## src/hdl/lmcr_pkg.sv

```systemverilog
// Package with register map, field positions and reset values of the mission register set.
// Summary of operation
// - Conversions during a mission are spaced by the sample interval in minutes, 1 to 255.
// - Nonzero interval write starts a mission when memory is wiped and arm bit is 0.
// - A control register write while a mission runs ends it and updates contents.
// - Control byte bits: 7 osc stop, 6 wipe, 4 arm, 3 wrap, 2..0 searches.
// - Control bit 5 always reads 0 and cannot be set.
// - Oscillator runs when osc stop is 0; at 1 it halts and enters retention.
// - Mission start refused until the clock advanced one second after oscillator enable.
// - Wipe happens only if wipe enable is 1 and Clear Memory is the next access.
// - Wipe enable returns to 0 when the next memory function command executes.
// - Mission may begin on interval write only while arm bit reads 0.
// - With log wrap at 1, logging restarts at log start when memory is full.
// - With log wrap 0 and log full, storing stops but mission and histogram continue.
// - Cold search enabled answers Conditional Search if a sample was at or below low threshold.
// - Hot search enabled answers Conditional Search if a sample was at or above high threshold.
// - Timer alarm search answers Conditional Search on timer alarm; hosts should leave it 0.
// - Logging waits the 16-bit start delay in minutes; low byte 212h, high byte 213h.
// - Status byte at 214h: idle, wiped, mission, sample, cold, hot, timer flags.
// - Mission, cold, hot and timer flags can only be cleared by writes; others read-only.
// - Low threshold is a full byte at 20Bh, high threshold at 20Ch.
// - Wiped flag sets on Clear Memory and clears when a mission starts.
// - Cold flag sets at or below low threshold, hot flag at or above high threshold.
// - Writing mission active to 0 ends the mission; a write never sets it.
package lmcr_pkg;
  localparam logic [11:0] ADDR_COLD_THR = 12'h20b;
  localparam logic [11:0] ADDR_HOT_THR = 12'h20c;
  localparam logic [11:0] ADDR_INTERVAL = 12'h20d;
  localparam logic [11:0] ADDR_SETUP = 12'h20e;
  localparam logic [11:0] ADDR_DELAY_LO = 12'h212;
  localparam logic [11:0] ADDR_DELAY_HI = 12'h213;
  localparam logic [11:0] ADDR_STATUS = 12'h214;
  localparam logic [11:0] ADDR_RANGE_LO = 12'h200;
  localparam logic [11:0] ADDR_RANGE_HI = 12'h213;

  // Control byte fields.
  localparam int SB_OSC_STOP = 7;
  localparam int SB_WIPE = 6;
  localparam int SB_ARM_N = 4;
  localparam int SB_WRAP = 3;
  localparam int SB_COLD_S = 2;
  localparam int SB_HOT_S = 1;
  localparam int SB_TIMER_S = 0;
  localparam logic [7:0] SETUP_WR_MASK = 8'hdf;

  // Status byte fields.
  localparam int ST_IDLE_N = 7;
  localparam int ST_WIPED = 6;
  localparam int ST_MISSION = 5;
  localparam int ST_SAMPLE = 4;
  localparam int ST_COLD = 2;
  localparam int ST_HOT = 1;
  localparam int ST_TIMER = 0;

  // Reset values: oscillator stopped, missions disarmed.
  localparam logic [7:0] SETUP_RST = 8'h90;
  localparam logic [7:0] THR_RST = 8'h00;
  localparam logic [7:0] INTERVAL_RST = 8'h00;
  localparam logic [15:0] DELAY_RST = 16'h0000;

  typedef enum logic [1:0] {LMCR_IDLE, LMCR_DELAY, LMCR_LOG} lmcr_phase_e;
endpackage : lmcr_pkg

```

## src/hdl/lmcr_mission_regs.sv

```systemverilog
// Mission configuration and status register set with mission sequencing.
module lmcr_mission_regs
  import lmcr_pkg::*;
(
  // Clock and reset
  input wire logic mclk,
  input wire logic srst,
  // Register access from the command engine
  input wire logic [11:0] regAddr,
  input wire logic regWr,
  input wire logic [7:0] regWrData,
  output logic [7:0] regRdData,
  // Memory function commands
  input wire logic memFuncCmd,
  input wire logic memFuncIsClear,
  input wire logic otherAccess,
  output logic wipeMemory,
  // Timebase from the real-time clock
  input wire logic secondTick,
  input wire logic minuteTick,
  input wire logic timerAlarm,
  output logic oscRun,
  output logic retention,
  // Temperature converter and log memory
  input wire logic convBusy,
  input wire logic sampleBusy,
  input wire logic measValid,
  input wire logic [7:0] measTemp,
  input wire logic logFull,
  output logic sampleReq,
  output logic logStore,
  output logic logRestart,
  output logic histUpdate,
  // Search and mission state
  output logic searchMatch,
  output logic missionActive
);

  typedef struct packed {
    logic [7:0] coldThr;
    logic [7:0] hotThr;
    logic [7:0] interval;
    logic [7:0] setup;
    logic [15:0] delay;
    logic wiped;
    logic mission;
    logic coldF;
    logic hotF;
    logic timerF;
    logic rtcAdv;
    logic wipeArmed;
    lmcr_phase_e phase;
    logic [15:0] delayCnt;
    logic [7:0] intCnt;
    logic [7:0] rdData;
    logic sampleReq;
    logic logStore;
    logic logRestart;
    logic histUpdate;
    logic wipePulse;
    logic searchMatch;
    logic oscRun;
    logic retention;
  } lmcr_state_s;

  lmcr_state_s state_q;
  lmcr_state_s state_d;

  logic wrInRange;
  logic startMission;
  logic endMission;
  logic [7:0] statusByte;

  always_comb begin
    state_d = state_q;
    state_d.sampleReq = 1'b0;
    state_d.logStore = 1'b0;
    state_d.logRestart = 1'b0;
    state_d.histUpdate = 1'b0;
    state_d.wipePulse = 1'b0;

    statusByte = 8'h00;
    statusByte[ST_IDLE_N] = ~convBusy;
    statusByte[ST_WIPED] = state_q.wiped;
    statusByte[ST_MISSION] = state_q.mission;
    statusByte[ST_SAMPLE] = sampleBusy;
    statusByte[ST_COLD] = state_q.coldF;
    statusByte[ST_HOT] = state_q.hotF;
    statusByte[ST_TIMER] = state_q.timerF; // bit 3 stays 0

    wrInRange = regWr && (regAddr >= ADDR_RANGE_LO) && (regAddr <= ADDR_RANGE_HI);

    // A nonzero interval write with wiped memory, arm bit low and a running clock starts.
    startMission = regWr && (regAddr == ADDR_INTERVAL) && (regWrData != 8'h00)
      && state_q.wiped
      && !state_q.setup[SB_ARM_N]
      && state_q.rtcAdv
      && !state_q.mission;

    // Any write into the register page while a mission runs ends it.
    endMission = state_q.mission && (wrInRange
      || (regWr && (regAddr == ADDR_STATUS) && !regWrData[ST_MISSION]));

    // Register writes.
    if (regWr) begin
      unique case (regAddr)
        ADDR_COLD_THR: state_d.coldThr = regWrData;
        ADDR_HOT_THR: state_d.hotThr = regWrData;
        ADDR_INTERVAL: state_d.interval = regWrData;
        ADDR_SETUP: state_d.setup = regWrData & SETUP_WR_MASK;
        ADDR_DELAY_LO: state_d.delay[7:0] = regWrData;
        ADDR_DELAY_HI: state_d.delay[15:8] = regWrData;
        ADDR_STATUS: begin
          // Flags can only be written to 0; a write of 1 leaves them alone.
          if (!regWrData[ST_COLD]) begin
            state_d.coldF = 1'b0;
          end
          if (!regWrData[ST_HOT]) begin
            state_d.hotF = 1'b0;
          end
          if (!regWrData[ST_TIMER]) begin
            state_d.timerF = 1'b0;
          end
        end
        default: begin
        end
      endcase
    end

    // One second must elapse on a running oscillator before a start is accepted.
    if (state_q.setup[SB_OSC_STOP]) begin
      state_d.rtcAdv = 1'b0;
    end else if (secondTick) begin
      state_d.rtcAdv = 1'b1;
    end
    state_d.oscRun = !state_d.setup[SB_OSC_STOP];
    state_d.retention = state_d.setup[SB_OSC_STOP];

    // The wipe is armed only when the enable bit is written and nothing else intervenes.
    if (regWr && (regAddr == ADDR_SETUP)) begin
      state_d.wipeArmed = regWrData[SB_WIPE];
    end else if (otherAccess || regWr) begin
      state_d.wipeArmed = 1'b0;
    end
    if (memFuncCmd) begin
      state_d.setup[SB_WIPE] = 1'b0;
      state_d.wipeArmed = 1'b0;
      if (memFuncIsClear && state_q.wipeArmed && state_q.setup[SB_WIPE]) begin
        state_d.wipePulse = 1'b1;
        state_d.wiped = 1'b1;
        state_d.interval = INTERVAL_RST;
        state_d.delay = DELAY_RST;
      end
    end

    // Mission sequencing.
    if (startMission) begin
      state_d.mission = 1'b1;
      state_d.wiped = 1'b0;
      state_d.phase = LMCR_DELAY;
      state_d.delayCnt = state_q.delay;
      state_d.intCnt = 8'h00;
    end else if (endMission) begin
      state_d.mission = 1'b0;
      state_d.phase = LMCR_IDLE;
    end else begin
      unique case (state_q.phase)
        LMCR_IDLE: begin
        end
        LMCR_DELAY: begin
          if (minuteTick) begin
            if (state_q.delayCnt == 16'h0000) begin
              state_d.phase = LMCR_LOG;
              state_d.sampleReq = 1'b1;
              state_d.intCnt = state_q.interval - 8'h01;
            end else begin
              state_d.delayCnt = state_q.delayCnt - 16'h0001;
            end
          end
        end
        LMCR_LOG: begin
          if (minuteTick) begin
            if (state_q.intCnt == 8'h00) begin
              state_d.sampleReq = 1'b1;
              state_d.intCnt = state_q.interval - 8'h01;
            end else begin
              state_d.intCnt = state_q.intCnt - 8'h01;
            end
          end
        end
      endcase
    end

    // Sample results: flags set after any write clear, so a set wins.
    if (measValid && state_q.mission && (state_q.phase == LMCR_LOG)) begin
      state_d.histUpdate = 1'b1;
      if (!logFull) begin
        state_d.logStore = 1'b1;
      end else if (state_q.setup[SB_WRAP]) begin
        state_d.logStore = 1'b1;
        state_d.logRestart = 1'b1;
      end
      if (measTemp <= state_q.coldThr) begin
        state_d.coldF = 1'b1;
      end
      if (measTemp >= state_q.hotThr) begin
        state_d.hotF = 1'b1;
      end
    end
    if (timerAlarm) begin
      state_d.timerF = 1'b1;
    end

    state_d.searchMatch = (state_d.setup[SB_COLD_S] && state_d.coldF)
      || (state_d.setup[SB_HOT_S] && state_d.hotF)
      || (state_d.setup[SB_TIMER_S] && state_d.timerF);

    // Registered read path; unmapped addresses read zero.
    unique case (regAddr)
      ADDR_COLD_THR: state_d.rdData = state_q.coldThr;
      ADDR_HOT_THR: state_d.rdData = state_q.hotThr;
      ADDR_INTERVAL: state_d.rdData = state_q.interval;
      ADDR_SETUP: state_d.rdData = state_q.setup & SETUP_WR_MASK;
      ADDR_DELAY_LO: state_d.rdData = state_q.delay[7:0];
      ADDR_DELAY_HI: state_d.rdData = state_q.delay[15:8];
      ADDR_STATUS: state_d.rdData = statusByte;
      default: state_d.rdData = 8'h00;
    endcase
  end

  always_ff @(posedge mclk) begin
    if (srst) begin
      state_q <= '0;
      state_q.coldThr <= THR_RST;
      state_q.hotThr <= THR_RST;
      state_q.interval <= INTERVAL_RST;
      state_q.setup <= SETUP_RST;
      state_q.delay <= DELAY_RST;
      state_q.phase <= LMCR_IDLE;
      state_q.retention <= 1'b1;
    end else begin
      state_q <= state_d;
    end
  end

  assign regRdData = state_q.rdData;
  assign wipeMemory = state_q.wipePulse;
  assign oscRun = state_q.oscRun;
  assign retention = state_q.retention;
  assign sampleReq = state_q.sampleReq;
  assign logStore = state_q.logStore;
  assign logRestart = state_q.logRestart;
  assign histUpdate = state_q.histUpdate;
  assign searchMatch = state_q.searchMatch;
  assign missionActive = state_q.mission;

endmodule // lmcr_mission_regs

```

## config.mk

```make
export PLATFORM = sky130hd
export DESIGN_NAME = lmcr_mission_regs
export DESIGN_NICKNAME = d
export VERILOG_FILES = /design/src/hdl/lmcr_pkg.sv /design/src/hdl/lmcr_mission_regs.sv
export SDC_FILE = /design/constraint.sdc
export NUM_CORES = 1
export LEC_CHECK = 0
export BUFFER_PORTS_ARGS = -buffer_cell sky130_fd_sc_hd__buf_2
export CAP_MARGIN = 10
export CORE_ASPECT_RATIO = 1.25
export CORE_UTILIZATION = 62
export CTS_CLUSTER_SIZE = 20
export DETAILED_ROUTE_END_ITERATION = 10
export PLACE_DENSITY = 0.87
export SLEW_MARGIN = 10
export SYNTH_ARGS = -nofsm -noshare
export SYNTH_HDL_FRONTEND = slang
export SYNTH_SLANG_ARGS = --single-unit
```

## constraint.sdc

```tcl
create_clock -name mclk -period 6.3 [get_ports mclk]
set_clock_uncertainty 0.1 [all_clocks]
set_input_delay 0.63 -clock mclk [delete_from_list [all_inputs] [get_ports mclk]]
set_output_delay 0.63 -clock mclk [all_outputs]
set_load 0.05 [all_outputs]
```

## Word-level counts from Yosys, hierarchy flattened

Cells that the tools add are included.

- Bits in registers: 96
- Bits of input ports: 41
- Output and inout port bits: 17
- Logic and storage cells: 149

- $add $sub $neg: 3
- Magnitude comparators: 4
- Eq/ne operators: 14
- Muxes and demuxes: 43
- Bitwise logic cells: 5
- Reductions and logical operators: 53

Operator list:

| cell | number |
|---|---|
| $eq A12 B10 Y1 const B | 7 |
| $mux W8 | 9 |
| $pmux W8 S7 | 1 |
| $mux W17 | 3 |
| $mux W25 | 2 |
| $mux W32 | 1 |
| $mux W24 | 1 |
| $logic_and A1 B1 Y1 | 19 |
| $mux W1 | 19 |
| $logic_not A16 Y1 | 1 |
| $mux W16 | 1 |
| $pmux W8 S2 | 1 |
| $sub A16 B1 Y16 const B | 1 |
| $sub A8 B1 Y8 const B | 2 |
| $ge A12 B10 Y1 const B | 1 |
| $le A12 B10 Y1 const B | 1 |
| $ne A2 B2 Y1 const B | 5 |
| $reduce_bool A2 Y1 | 5 |
| $reduce_or A2 Y1 | 5 |
| $reduce_bool A3 Y1 | 3 |
| $ge A8 B8 Y1 | 1 |
| $le A8 B8 Y1 | 1 |
| $logic_not A8 Y1 | 1 |
| $reduce_and A2 Y1 | 4 |
| 13 further kinds | 27 |

## Logic depth before layout (Yosys ltp)

Gate-level depths: netlist of run 1.

- Word-level depth: 9
- Gate-level depth with buffers: 8
- Mapped depth without buffers: 7

## Worst setup path before layout of run 1

No wires, ideal clock.

- Kind: input to register
- From: input regAddr[5]
- To: register state_q[39] (netlist bit)
- Library setup time: 0.117 ns
- Data arrival time: 2.505 ns
- Data required time: 6.083 ns
- Path slack: 3.578 ns
- Stages: 7
- Cells stage by stage: or4_4 > buf_6 > or4_4 > a21oi_4 > buf_6 > o31ai_1 > a32o_1

- Cells in the longest elaborated chain, start to end: 9
- Elaborated cells on any way between the ends: 22
- Classes of those cells: 2 x order compare; 4 x eq/ne; 1 x mux; 15 x reduce/logical

RTL lines:

| item | RTL line | text |
|---|---|---|
| start: declaration | lmcr_mission_regs.sv:9 | `input wire logic [11:0] regAddr,` |
| parallel branches: the longest is 9 deep, another holds $ge A12 B10 Y1 | n/a |  |
| end signal: assignment | lmcr_mission_regs.sv:242 | `state_q <= state_d;` |
| end: declaration | lmcr_mission_regs.sv:66 | `lmcr_state_s state_q;` |

Parallel ways; which one is timed is not known.
A chain may end at the register's enable or synchronous reset.

## Worst setup path in the final report of run 1

- From: input regAddr[8]
- To: register state_q[28] (netlist bit)

Same word-level chain as after synthesis.

==> results by group, run 1 <==
Critical path
  • Setup crit end kind: flop
  • Critical Path RT: 6.48 ns
  • Buf+Inv Stages, Crit Path: 2
  • Critical Path Fanout Max: 20
  • CP Class: in -> reg
  • Worst-path cell chain: buf_2, or4b_1, nor4_2, buf_4, and2_0, o21ai_1, o32ai_1
  • Critical Path Start Type: input port
  • Slowest-stage cell, CP: or4b_1
  • CP Data Arrival Time: 3.48 ns
  • Delay-heaviest family, CP: simple AND/OR/NAND/NOR gates
  • Max incr delay on CP: 0.74 ns

Synth
  • Sequential fraction of the synthesis area: 34.7%
  • Asr flop ratio synth: 0%
  • Yosys Warn Count: 0
  • Top cells by count, synth: 95 x dfxtp_1, 57 x nand2_1, 56 x a21oi_1, 41 x nor2_1, 39 x inv_1
  • Mapped cell area: 0.00549 sq mm
  • Avg Cell Area, Syn: 8.36 sq um
  • Top_reg_cell synth: dfxtp_1
  • Seq cells post-synth: 95
  • EDFF count, synth: 0
  • Syn Inst Count: 656
  • Most common cell in the netlist: dfxtp_1
  • Syn_nets: 720
  • Largest cells by area after synthesis: dfxtp_1 35%, ha_1 5.2%, a21oi_1 5.1%
  • Post-synth cell types: 75
  • Proportion of netlist area held by the largest area contributor: 34.7%
  • Area leader, netlist: dfxtp_1

Power and ir drop
  • Register share of total power: 54.3%
  • Cell Pwr Density: 185 mW/mm^2
  • Switching power: 318 uW
  • Internal power: 789 uW
  • Maximum VDD drop: 160 uV
  • Standby leakage power: 2.29 nW
  • Comb power frac: 6.3%
  • Clock network power share: 39.3%
  • Sw Share: 28.7%

CTS
  • CTS Hold Bufs: 0
  • Register clock-pin slew on the reported worst setup and hold paths: 0.11 ns
  • CTS max path bufs: 2
  • PostCTS Resize Cnt: 0
  • H-Tree Depth: 3
  • # Post-CTS Setup Buffers: 0
  • Total CTS buffers: 9
  • CTS Root Cell: clkbuf_8
  • Clk sinks: 95
  • Worst-Skew Late Latency: 0.39 ns
  • CTS tree: done

Drt
  • Avg WL per Cell: 20.2 um
  • 1st-pass router iterations: 6
  • Remaining antenna violation count: 0
  • # DRC: 0
  • Vias: 5,434
  • Via density per instance: 6.71
  • DR iter-0 viols: 355
  • Final WL: 16,400 um

Final layout
  • # fillers: 735
  • Fin nets: 749
  • Synthesis-to-layout area growth: 8.92%
  • Final core occ: 69.0%
  • Share of cells above drive strength 1: 14.8%
  • N_diodes: 0

Timing
  • Tightest Pin Transition: 1.18 ns
  • Period utilization: 52.5%
  • Slew Limit Fails: 0
  • Final Hold Viols: 0
  • Setup TNS: 0 ns
  • Unrepaired setup endpoints after global routing: no
  • Setup violations, final: 0
  • FMAX: 302 MHz
  • Slew headroom: 20.5%
  • Tmin final: 3.31 ns

Hold path
  • Hold crit path type: in -> reg

Outcome
  • Outcome: finished, final reports clean

Placement
  • GPL Wtd Cong: 0.951
  • IO Port Bufs: 57
  • HPWL Detailed: 12,100 um

Floorplan
  • FP Rows: 38
  • Initial core utilization: 63.4%
  • Core ar.: 0.00865 sq mm
  • Die Wd: 86.1 um
  • IO Pins: 58
  • Die Y: 107 um
  • Die Area: 0.00923 sq mm

Global route
  • First-pass GRT wire length: 25,900 um
  • Pin count of the biggest net entering global routing: 41
  • Initial antenna violation count: 0
  • Total GRT Usage: 36.6%
  • Total gr overflow: 0
  • Number of global-route vias before repair: 5,286

Flow run
  • Max cap viols: 0
routing by layer:
| layer | track usage [%] | vias to the layer above | routed length, um |
|---|---|---|---|
| met3 | 6.77 | 72 | 1240 |
| met1 | 41.3 | 2540 | 6050 |
| met2 | 61.6 | 315 | 8060 |
| met5 | 0 | - | 0 |
| met4 | 26.1 | 0 | 1010 |
| li1 | - | 2507 | - |
cell families (layout without fill, tap and decap cells):
logic type	Yosys count	count (layout)	share of synthesized area, %
and+or+nand+nor	238	238	23.0
AOI/OAI and AO/OA	178	178	23.4
DFF	95	95	34.7
buffers and inverters	85	119	7.00
muxes	30	30	5.57
adders and majority gates	23	23	5.25
xor gates and xnor gates	7	7	1.12
state kept, by name (all words and copies together) (netlist names):
name / count
logStore: 1
regRdData: 8
searchMatch: 1
sampleReq: 1
missionActive: 1
histUpdate: 1
wipeMemory: 1
logRestart: 1
state_q: 79
oscRun: 1
placed cells by master (no fill, tap or decap), types with 8 or more instances in the layout:
master and instances:
buf_2 57, nand2b_1 11, a31oi_1 8, nor3_1 15, mux2i_1 26, nor2_1 41, a211oi_1 10, clkbuf_8 9
nand2_1 57, dfxtp_1 95, nor4_1 14, a22oi_1 14, a21oi_1 56, inv_1 39, ha_1 23, nand3_1 38
cell type report:
| class | count | area [sq um] | area share, % |
|---|---|---|---|
| Multi-Input combinational cell | 476 | 3220 | 53.9 |
| Sequential cell | 95 | 1900 | 31.8 |
| Timing Repair Buffer | 64 | 338 | 5.65 |
| Tap cell | 120 | 150 | 2.51 |
| Inverter | 39 | 146 | 2.45 |
| Clock buffer | 9 | 124 | 2.07 |
| Clock inverter | 7 | 96.3 | 1.61 |
power groups by stage:
stage          Combinational (mW)  Clock [mW]  Sequential [mW]
2_1_floorplan              0.0351           0            0.615
6_report                   0.0702       0.435            0.601
5_1_grt                    0.0755       0.457            0.601
3_5_place_dp               0.0686           0            0.615
3_3_place_gp               0.0661           0            0.615
4_1_cts                    0.0687       0.432            0.601
worst paths after layout:
path	depth (start not counted)	slack [ns]	end	start
max	7	2.99	state_q[28]$_SDFFE_PP0P_	regAddr[8]
min	2	0.31	logStore$_SDFF_PP0_	logFull
max reg2reg	7	3.28	state_q[18]$_SDFFE_PP0P_	state_q[24]$_SDFFE_PP0P_
min reg2reg	2	0.36	state_q[38]$_SDFFE_PP0P_	state_q[38]$_SDFFE_PP0P_
metrics by stage:
| step | hold WS (ns) | setup slack, ns | total power, mW | instances | instance area [sq um] |
|---|---|---|---|---|---|
| final | 0.310 | 2.99 | 1.11 | 810 | 5970 |
| after global placement | 0.346 | 2.86 | 0.681 | 794 | 5750 |
| after global routing | 0.304 | 2.86 | 1.13 | 810 | 5970 |
| after detailed placement | 0.353 | 2.70 | 0.683 | 794 | 5750 |
| after floorplan | 0.336 | 3.58 | 0.650 | 656 | 5490 |
| after CTS | 0.307 | 3.09 | 1.10 | 810 | 5970 |
(Power assumes the default switching activity.)
==> run 2: changes to the inputs <==
--- a/config.mk
+++ b/config.mk
@@ -8,10 +8,10 @@
 export BUFFER_PORTS_ARGS = -buffer_cell sky130_fd_sc_hd__buf_2
 export CAP_MARGIN = 10
 export CORE_ASPECT_RATIO = 1.25
-export CORE_UTILIZATION = 62
+export CORE_UTILIZATION = 59
 export CTS_CLUSTER_SIZE = 20
 export DETAILED_ROUTE_END_ITERATION = 10
-export PLACE_DENSITY = 0.87
+export PLACE_DENSITY = 0.84
 export SLEW_MARGIN = 10
 export SYNTH_ARGS = -nofsm -noshare
 export SYNTH_HDL_FRONTEND = slang
==> constraint.sdc (replaced) <==
create_clock -name mclk -period 3.25 [get_ports mclk]
set_clock_uncertainty 0.1 [all_clocks]
set_input_delay 0.325 -clock mclk [delete_from_list [all_inputs] [get_ports mclk]]
set_output_delay 0.325 -clock mclk [all_outputs]
set_load 0.05 [all_outputs]
==> results by group, run 2 (synthesis gave the netlist of run 1 again) <==
Final layout
  • Design Area, Final: 0.00617 sq mm (+3.3%)
  • Share of cells above drive strength 1: 16.5% (+1.7 points)
  • Largest Register: state_q
  • Max reg flops: 79 (unchanged)
  • Most frequent cells in the layout: 95 x dfxtp_1, 57 x nand2_1, 57 x buf_2, 56 x a21oi_1, 41 x nor2_1
  • Fin nets: 763 (+1.9%)
  • N_diodes: 0 (unchanged)
  • Synthesis-to-layout area growth: 12.5%
  • Commonest non-fill, non-tap cell in the layout: dfxtp_1
  • # fillers: 754 (+2.6%)

Global route
  • Total GRT Usage: 35.7% (-0.91 points)
  • Pin count of the biggest net entering global routing: 40 (-2.4%)
  • Initial antenna violation count: 0 (unchanged)
  • First-pass GRT wire length: 26,100 um (+0.58%)
  • Total gr overflow: 0 (unchanged)
  • Number of global-route vias before repair: 5,180 (-2.0%)

CTS
  • Worst-Skew Late Latency: 0.35 ns (-0.04 ns)
  • H-Tree Depth: 3 (unchanged)
  • CTS max path bufs: 2 (unchanged)
  • Total CTS buffers: 9 (unchanged)
  • CTS tree: done
  • Clk sinks: 95 (unchanged)
  • CTS Hold Bufs: 0 (unchanged)
  • PostCTS Resize Cnt: 0 (unchanged)
  • # Post-CTS Setup Buffers: 0 (unchanged)
  • Register clock-pin slew on the reported worst setup and hold paths: 0.07 ns (-0.04 ns)
  • CTS Root Cell: clkbuf_16

Critical path
  • Setup crit end: state_q[32]$_SDFFE_PP0P_
  • Buf+Inv Stages, Crit Path: 2 (unchanged)
  • R2R Setup Slk: 0.57 ns (-2.71 ns)
  • R2r startpoint: state_q[24]$_SDFFE_PP0P_
  • Delay-heaviest family, CP: compound AO/OA/AOI/OAI gates
  • Slowest-stage cell, CP: nor4b_1
  • Critical Path Start Type: flop
  • Worst-path cell chain: inv_1, ha_1, nor4b_1, and4b_1, buf_4, a21o_1, a211oi_2, a32o_1
  • Max incr delay on CP: 0.52 ns (-0.22 ns)
  • R2R Path End: state_q[32]$_SDFFE_PP0P_
  • CP Data Arrival Time: 2.82 ns (-0.66 ns)
  • R2r worst-path depth: 8 (+1)
  • Critical Path RT: 3.39 ns (-3.09 ns)
  • Setup crit end kind: flop
  • CP startpoint: state_q[24]$_SDFFE_PP0P_
  • Worst path depth: 8 (+1)
  • CP Class: reg -> reg
  • Critical Path Fanout Max: 10 (-50%)

Timing
  • Final Hold Viols: 0 (unchanged)
  • Tightest Pin Transition: 0.850 ns (-0.332 ns)
  • Setup violations, final: 0 (unchanged)
  • FMAX: 373 MHz
  • Setup TNS: 0 ns (unchanged)
  • Unrepaired setup endpoints after global routing: no
  • Tmin final: 2.68 ns
  • Slew headroom: 43.2% (+23 points)
  • Slew Limit Fails: 0 (unchanged)
  • Period utilization: 82.5%

Floorplan
  • Core ar.: 0.00908 sq mm (+4.9%)
  • Die Wd: 88.2 um (+2.4%)
  • Die Y: 110 um (+2.5%)
  • Die Area: 0.00969 sq mm (+5.0%)
  • IO Pins: 58 (unchanged)
  • FP Rows: 39 (+2.6%)
  • Initial core utilization: 60.4% (-3.0 points)

Drt
  • Vias: 5,477 (+0.79%)
  • Final WL: 16,400 um (about the same)
  • 1st-pass router iterations: 8 (+2)
  • M1 wire length: 6330 um (+4.6%)
  • DR WL met2: 8010 um (-0.56%)
  • Avg WL per Cell: 19.8 um (-2.0%)
  • Remaining antenna violation count: 0 (unchanged)
  • # DRC: 0 (unchanged)
  • Top sig layer: met4
  • DR iter-0 viols: 410 (+15%)
  • Via density per instance: 6.62 (-1.3%)
  • Met3 wire length: 1210 um (-2.8%)

Power and ir drop
  • Total power: 2.34 mW (+110%)
  • Maximum VDD drop: 307 uV (+92%)
  • Cell Pwr Density: 380 mW/mm^2 (+110%)
  • Standby leakage power: 2.39 nW (+4.5%)

Hold path
  • Hold crit path type: in -> reg
  • Hold_sp: logFull

Outcome
  • Outcome: finished, final reports clean

Placement
  • Cell area after placement: 0.00588 sq mm (+2.1%)
  • GPL Wtd Cong: 0.952 (about the same)
  • HPWL Detailed: 12,000 um (-0.32%)
  • IO Port Bufs: 57 (unchanged)

Flow run
  • Max cap viols: 0 (unchanged)
==> run 2: cell types whose count changed in the layout (fill, tap and decap cells not counted), sizes merged <==
cell      before  now
buf           64   78
clkinv         3    2
clkinvlp       0    1
==> run 2: cell type report <==
class / count / area (sq um) / area share (%)
Inverter: 39 / 146 / 2.37
Multi-Input combinational cell: 476 / 3220 / 52.1
Sequential cell: 95 / 1900 / 30.8
Timing Repair Buffer: 78 / 455 / 7.38
Clock buffer: 9 / 225 / 3.65
Clock inverter: 7 / 72.6 / 1.18
Tap cell: 123 / 154 / 2.49
==> run 2: per-stage QoR <==
stage                     setup slack [ns]  std cells  hold WS, ns  util [%]
after floorplan                      0.833        656        0.304         -
after global routing                 0.419        827       0.0711      68.0
after CTS                            0.627        827       0.0544      68.0
after global placement               0.538        811        0.347      64.7
final                                0.569        827       0.0657      68.0
after detailed placement             0.464        811        0.365      64.7
==> run 2: worst min path at each step <==
stage               cells past startpoint                        to
floorplan                               1  state_q[42]$_SDFFE_PP0P_
global placement                        2  state_q[92]$_SDFFE_PP0P_
detailed placement                      2  state_q[92]$_SDFFE_PP0P_
CTS                                     2       logStore$_SDFF_PP0_
global route                            2       logStore$_SDFF_PP0_
finish                                  2       logStore$_SDFF_PP0_
==> run 2: worst reg2reg max path, stage by stage, from the launching register on <==
cell      delay, ns
dfxtp_1        0.35
inv_1          0.11
ha_1           0.15
nor4b_1        0.52
and4b_1        0.31
buf_4          0.18
a21o_1         0.36
a211oi_2       0.23
a32o_1         0.27
==> run 2: routing by layer <==
layer / GRT usage, % / vias up
met5: 0 / -
met4: 21.4 / 0
met3: 4.73 / 62
met2: 60.3 / 296
met1: 42.8 / 2584
li1: - / 2535
==> run 2: power breakdown <==
| group | leakage (nW) | internal, mW | switching (mW) | total (mW) |
|---|---|---|---|---|
| Clock | 0.143 | 0.543 | 0.499 | 1.04 |
| Combinational | 1.48 | 0.0449 | 0.0938 | 0.139 |
| Sequential | 0.765 | 1.16 | 0.000581 | 1.16 |
| Total | 2.39 | 1.75 | 0.593 | 2.34 |
==> run 3: changes to the inputs <==
--- a/config.mk
+++ b/config.mk
@@ -8,10 +8,10 @@
 export BUFFER_PORTS_ARGS = -buffer_cell sky130_fd_sc_hd__buf_2
 export CAP_MARGIN = 10
 export CORE_ASPECT_RATIO = 1.25
-export CORE_UTILIZATION = 59
+export CORE_UTILIZATION = 54
 export CTS_CLUSTER_SIZE = 20
 export DETAILED_ROUTE_END_ITERATION = 10
-export PLACE_DENSITY = 0.84
+export PLACE_DENSITY = 0.81
 export SLEW_MARGIN = 10
 export SYNTH_ARGS = -nofsm -noshare
 export SYNTH_HDL_FRONTEND = slang
==> constraint.sdc (replaced) <==
create_clock -name mclk -period 2.4 [get_ports mclk]
set_clock_uncertainty 0.1 [all_clocks]
set_input_delay 0.24 -clock mclk [delete_from_list [all_inputs] [get_ports mclk]]
set_output_delay 0.24 -clock mclk [all_outputs]
set_load 0.05 [all_outputs]
==> results by group, run 3 (synthesis gave the netlist of run 1 again) <==
Power and ir drop
  • Cell Pwr Density: 496 mW/mm^2 (+31%)
  • Comb power frac: 6.6% (+0.7 points)
  • Standby leakage power: 2.63 nW (+9.9%)
  • Register share of total power: 48.6% (-1.1 points)
  • Sw Share: 26.0% (+0.75 points)
  • Clock network power share: 44.9% (+0.5 points)
  • Total power: 3.25 mW (+38%)
  • Switching power: 846 uW (+43%)
  • Maximum VDD drop: 317 uV (+3.3%)
  • Internal power: 2.40 mW (+37%)

Timing
  • FMAX: 442 MHz (+19%)
  • Setup violations, final: 0 (unchanged)
  • Tightest Pin Transition: 0.602 ns (-0.247 ns)
  • Tmin final: 2.26 ns (-0.421 ns)
  • Slew headroom: 59.5% (+16 points)
  • Period utilization: 94.2% (+12 points)
  • Final Hold Viols: 0 (unchanged)
  • Slew Limit Fails: 0 (unchanged)

CTS
  • Register clock-pin slew on the reported worst setup and hold paths: 0.08 ns (about the same)
  • Worst-Skew Late Latency: 0.35 ns (about the same)
  • CTS max path bufs: 2 (unchanged)
  • CTS tree: done
  • Clk sinks: 95 (unchanged)
  • Total CTS buffers: 9 (unchanged)
  • CTS Root Cell: clkbuf_16
  • H-Tree Depth: 3 (unchanged)
  • # Post-CTS Setup Buffers: 0 (unchanged)

Final layout
  • N_diodes: 0 (unchanged)
  • Most frequent cells in the layout: 95 x dfxtp_1, 62 x buf_4, 57 x nand2_1, 57 x buf_2, 56 x a21oi_1
  • Register area: 0.00190 sq mm (unchanged)
  • Max reg flops: 79 (unchanged)
  • Commonest non-fill, non-tap cell in the layout: dfxtp_1
  • Share of cells above drive strength 1: 21.4% (+4.9 points)
  • # fillers: 816 (+8.2%)
  • Final core occ: 67.1% (-0.93 points)
  • Fin nets: 808 (+5.9%)
  • Multi-input logic area: 0.00322 sq mm (+0.19%)
  • Non-filler cells, final: 875 (+5.8%)
  • Largest Register: state_q
  • Synthesis-to-layout area growth: 19.4%

Hold path
  • Hold crit path type: in -> reg

Critical path
  • CP Data Arrival Time: 2.41 ns (-0.41 ns)
  • Worst-path cell chain: inv_1, ha_1, nor4b_2, and4b_1, a31oi_1, or3b_1, buf_12, o31ai_1
  • Critical Path Start Type: flop
  • Setup crit end kind: flop
  • Max incr delay on CP: 0.43 ns (-0.09 ns)
  • Slowest-stage cell, CP: or3b_1
  • CP Class: reg -> reg
  • Critical Path RT: 2.55 ns (-0.84 ns)
  • Critical Path Fanout Max: 8 (-2)

Global route
  • Initial antenna violation count: 0 (unchanged)
  • Total gr overflow: 0 (unchanged)
  • Total GRT Usage: 33.6% (-2.1 points)
  • First-pass GRT wire length: 27,600 um (+5.7%)
  • Pin count of the biggest net entering global routing: 33 (-18%)
  • Number of global-route vias before repair: 5,473 (+5.7%)

Placement
  • GPL Wtd Cong: 0.941 (-1.1%)
  • IO Port Bufs: 57 (unchanged)
  • Dpl cells: 857 (+5.7%)
  • HPWL Detailed: 13,000 um (+8.1%)

Drt
  • Via density per instance: 6.53 (-1.4%)
  • DR iter-0 viols: 515 (+26%)
  • DR WL met2: 8420 um (+5.1%)
  • Remaining antenna violation count: 0 (unchanged)
  • Avg WL per Cell: 19.9 um (+0.49%)
  • Final WL: 17,400 um (+6.3%)
  • # DRC: 0 (unchanged)
  • Met3 wire length: 1220 um (+0.99%)
  • M1 wire length: 6630 um (+4.8%)
  • Top sig layer: met4
  • 1st-pass router iterations: 7 (-1)
  • Vias: 5,712 (+4.3%)

Flow run
  • Max cap viols: 0 (unchanged)

Floorplan
  • IO Pins: 58 (unchanged)
  • Die Area: 0.0106 sq mm (+9.1%)
  • Die Wd: 92.1 um (+4.4%)
  • FP Rows: 40 (+2.6%)
  • Initial core utilization: 56.2% (-4.2 points)
  • Die Y: 115 um (+4.4%)
  • Core ar.: 0.00976 sq mm (+7.5%)

Outcome
  • Outcome: finished, final reports clean
## run 3: changes by cell type in the layout (fill, tap and decap cells not counted)
cell	previous run	this run
buf_4	20	62
dlygate4sd3_1	0	2
buf_12	1	2
clkinv_8	1	2
clkinvlp_4	1	0
nor4b_1	3	2
nor4b_2	1	2
## run 3: layout make-up
type,count,area share [%]
Clock inverter,7,1.24
Tap cell,126,2.41
Sequential cell,95,29.0
Inverter,39,2.24
Timing Repair Buffer,123,12.4
Multi-Input combinational cell,476,49.2
Clock buffer,9,3.44
## run 3: worst max-delay path: cells and delay by family, from the launching register on
family | cells | cell delay, ns
DFF | 1 | 0.32
and+or+nand+nor | 3 | 0.91
AOI/OAI and AO/OA | 2 | 0.41
adders and majority gates | 1 | 0.16
buffers and inverters | 2 | 0.27
## run 3: through the flow
step / cell area (sq um) / setup slack (ns) / hold WS, ns / TNS (ns)
detailed placement: 6210 / -0.0682 / 0.336 / -0.653
global placement: 6210 / -0.00165 / 0.333 / -0.00165
global route: 6550 / -0.0257 / 0.0650 / -0.0530
CTS: 6540 / 0.100 / 0.0527 / 0
finish: 6550 / 0.139 / 0.0561 / 0
floorplan: 5490 / 0.0518 / 0.219 / 0
## run 3: repair_timing
item | 4_1_cts | 5_1_grt
hold buffers | 2 | 0
endpoints found under the setup margin | 0 | 11
resized for setup | 0 | 1
hold endpoints to repair | 3 | 0
## run 3: final timing paths
| path | start | end | slack (ns) | cells past startpoint |
|---|---|---|---|---|
| worst max-delay path | state_q[24]$_SDFFE_PP0P_ | state_q[22]$_SDFFE_PP0P_ | 0.14 | 8 |
| worst min-delay path | secondTick | state_q[43]$_SDFFE_PP0P_ | 0.06 | 3 |
| worst max register to register | state_q[24]$_SDFFE_PP0P_ | state_q[22]$_SDFFE_PP0P_ | 0.14 | 8 |
| worst min register to register | state_q[38]$_SDFFE_PP0P_ | state_q[38]$_SDFFE_PP0P_ | 0.37 | 2 |
## run 3: layer usage
layer	up-vias	track usage, %
met4	0	19.7
li1	2627	-
met1	2662	38.8
met3	95	5.18
met5	-	0
met2	328	58.7
## run 3: power by group through the flow
stage | clock [mW] | sequential (mW) | combinational [mW]
2_1_floorplan | 0 | 1.61 | 0.0921
3_3_place_gp | 0 | 1.61 | 0.200
3_5_place_dp | 0 | 1.61 | 0.205
4_1_cts | 1.46 | 1.58 | 0.209
5_1_grt | 1.53 | 1.58 | 0.228
6_report | 1.46 | 1.58 | 0.214
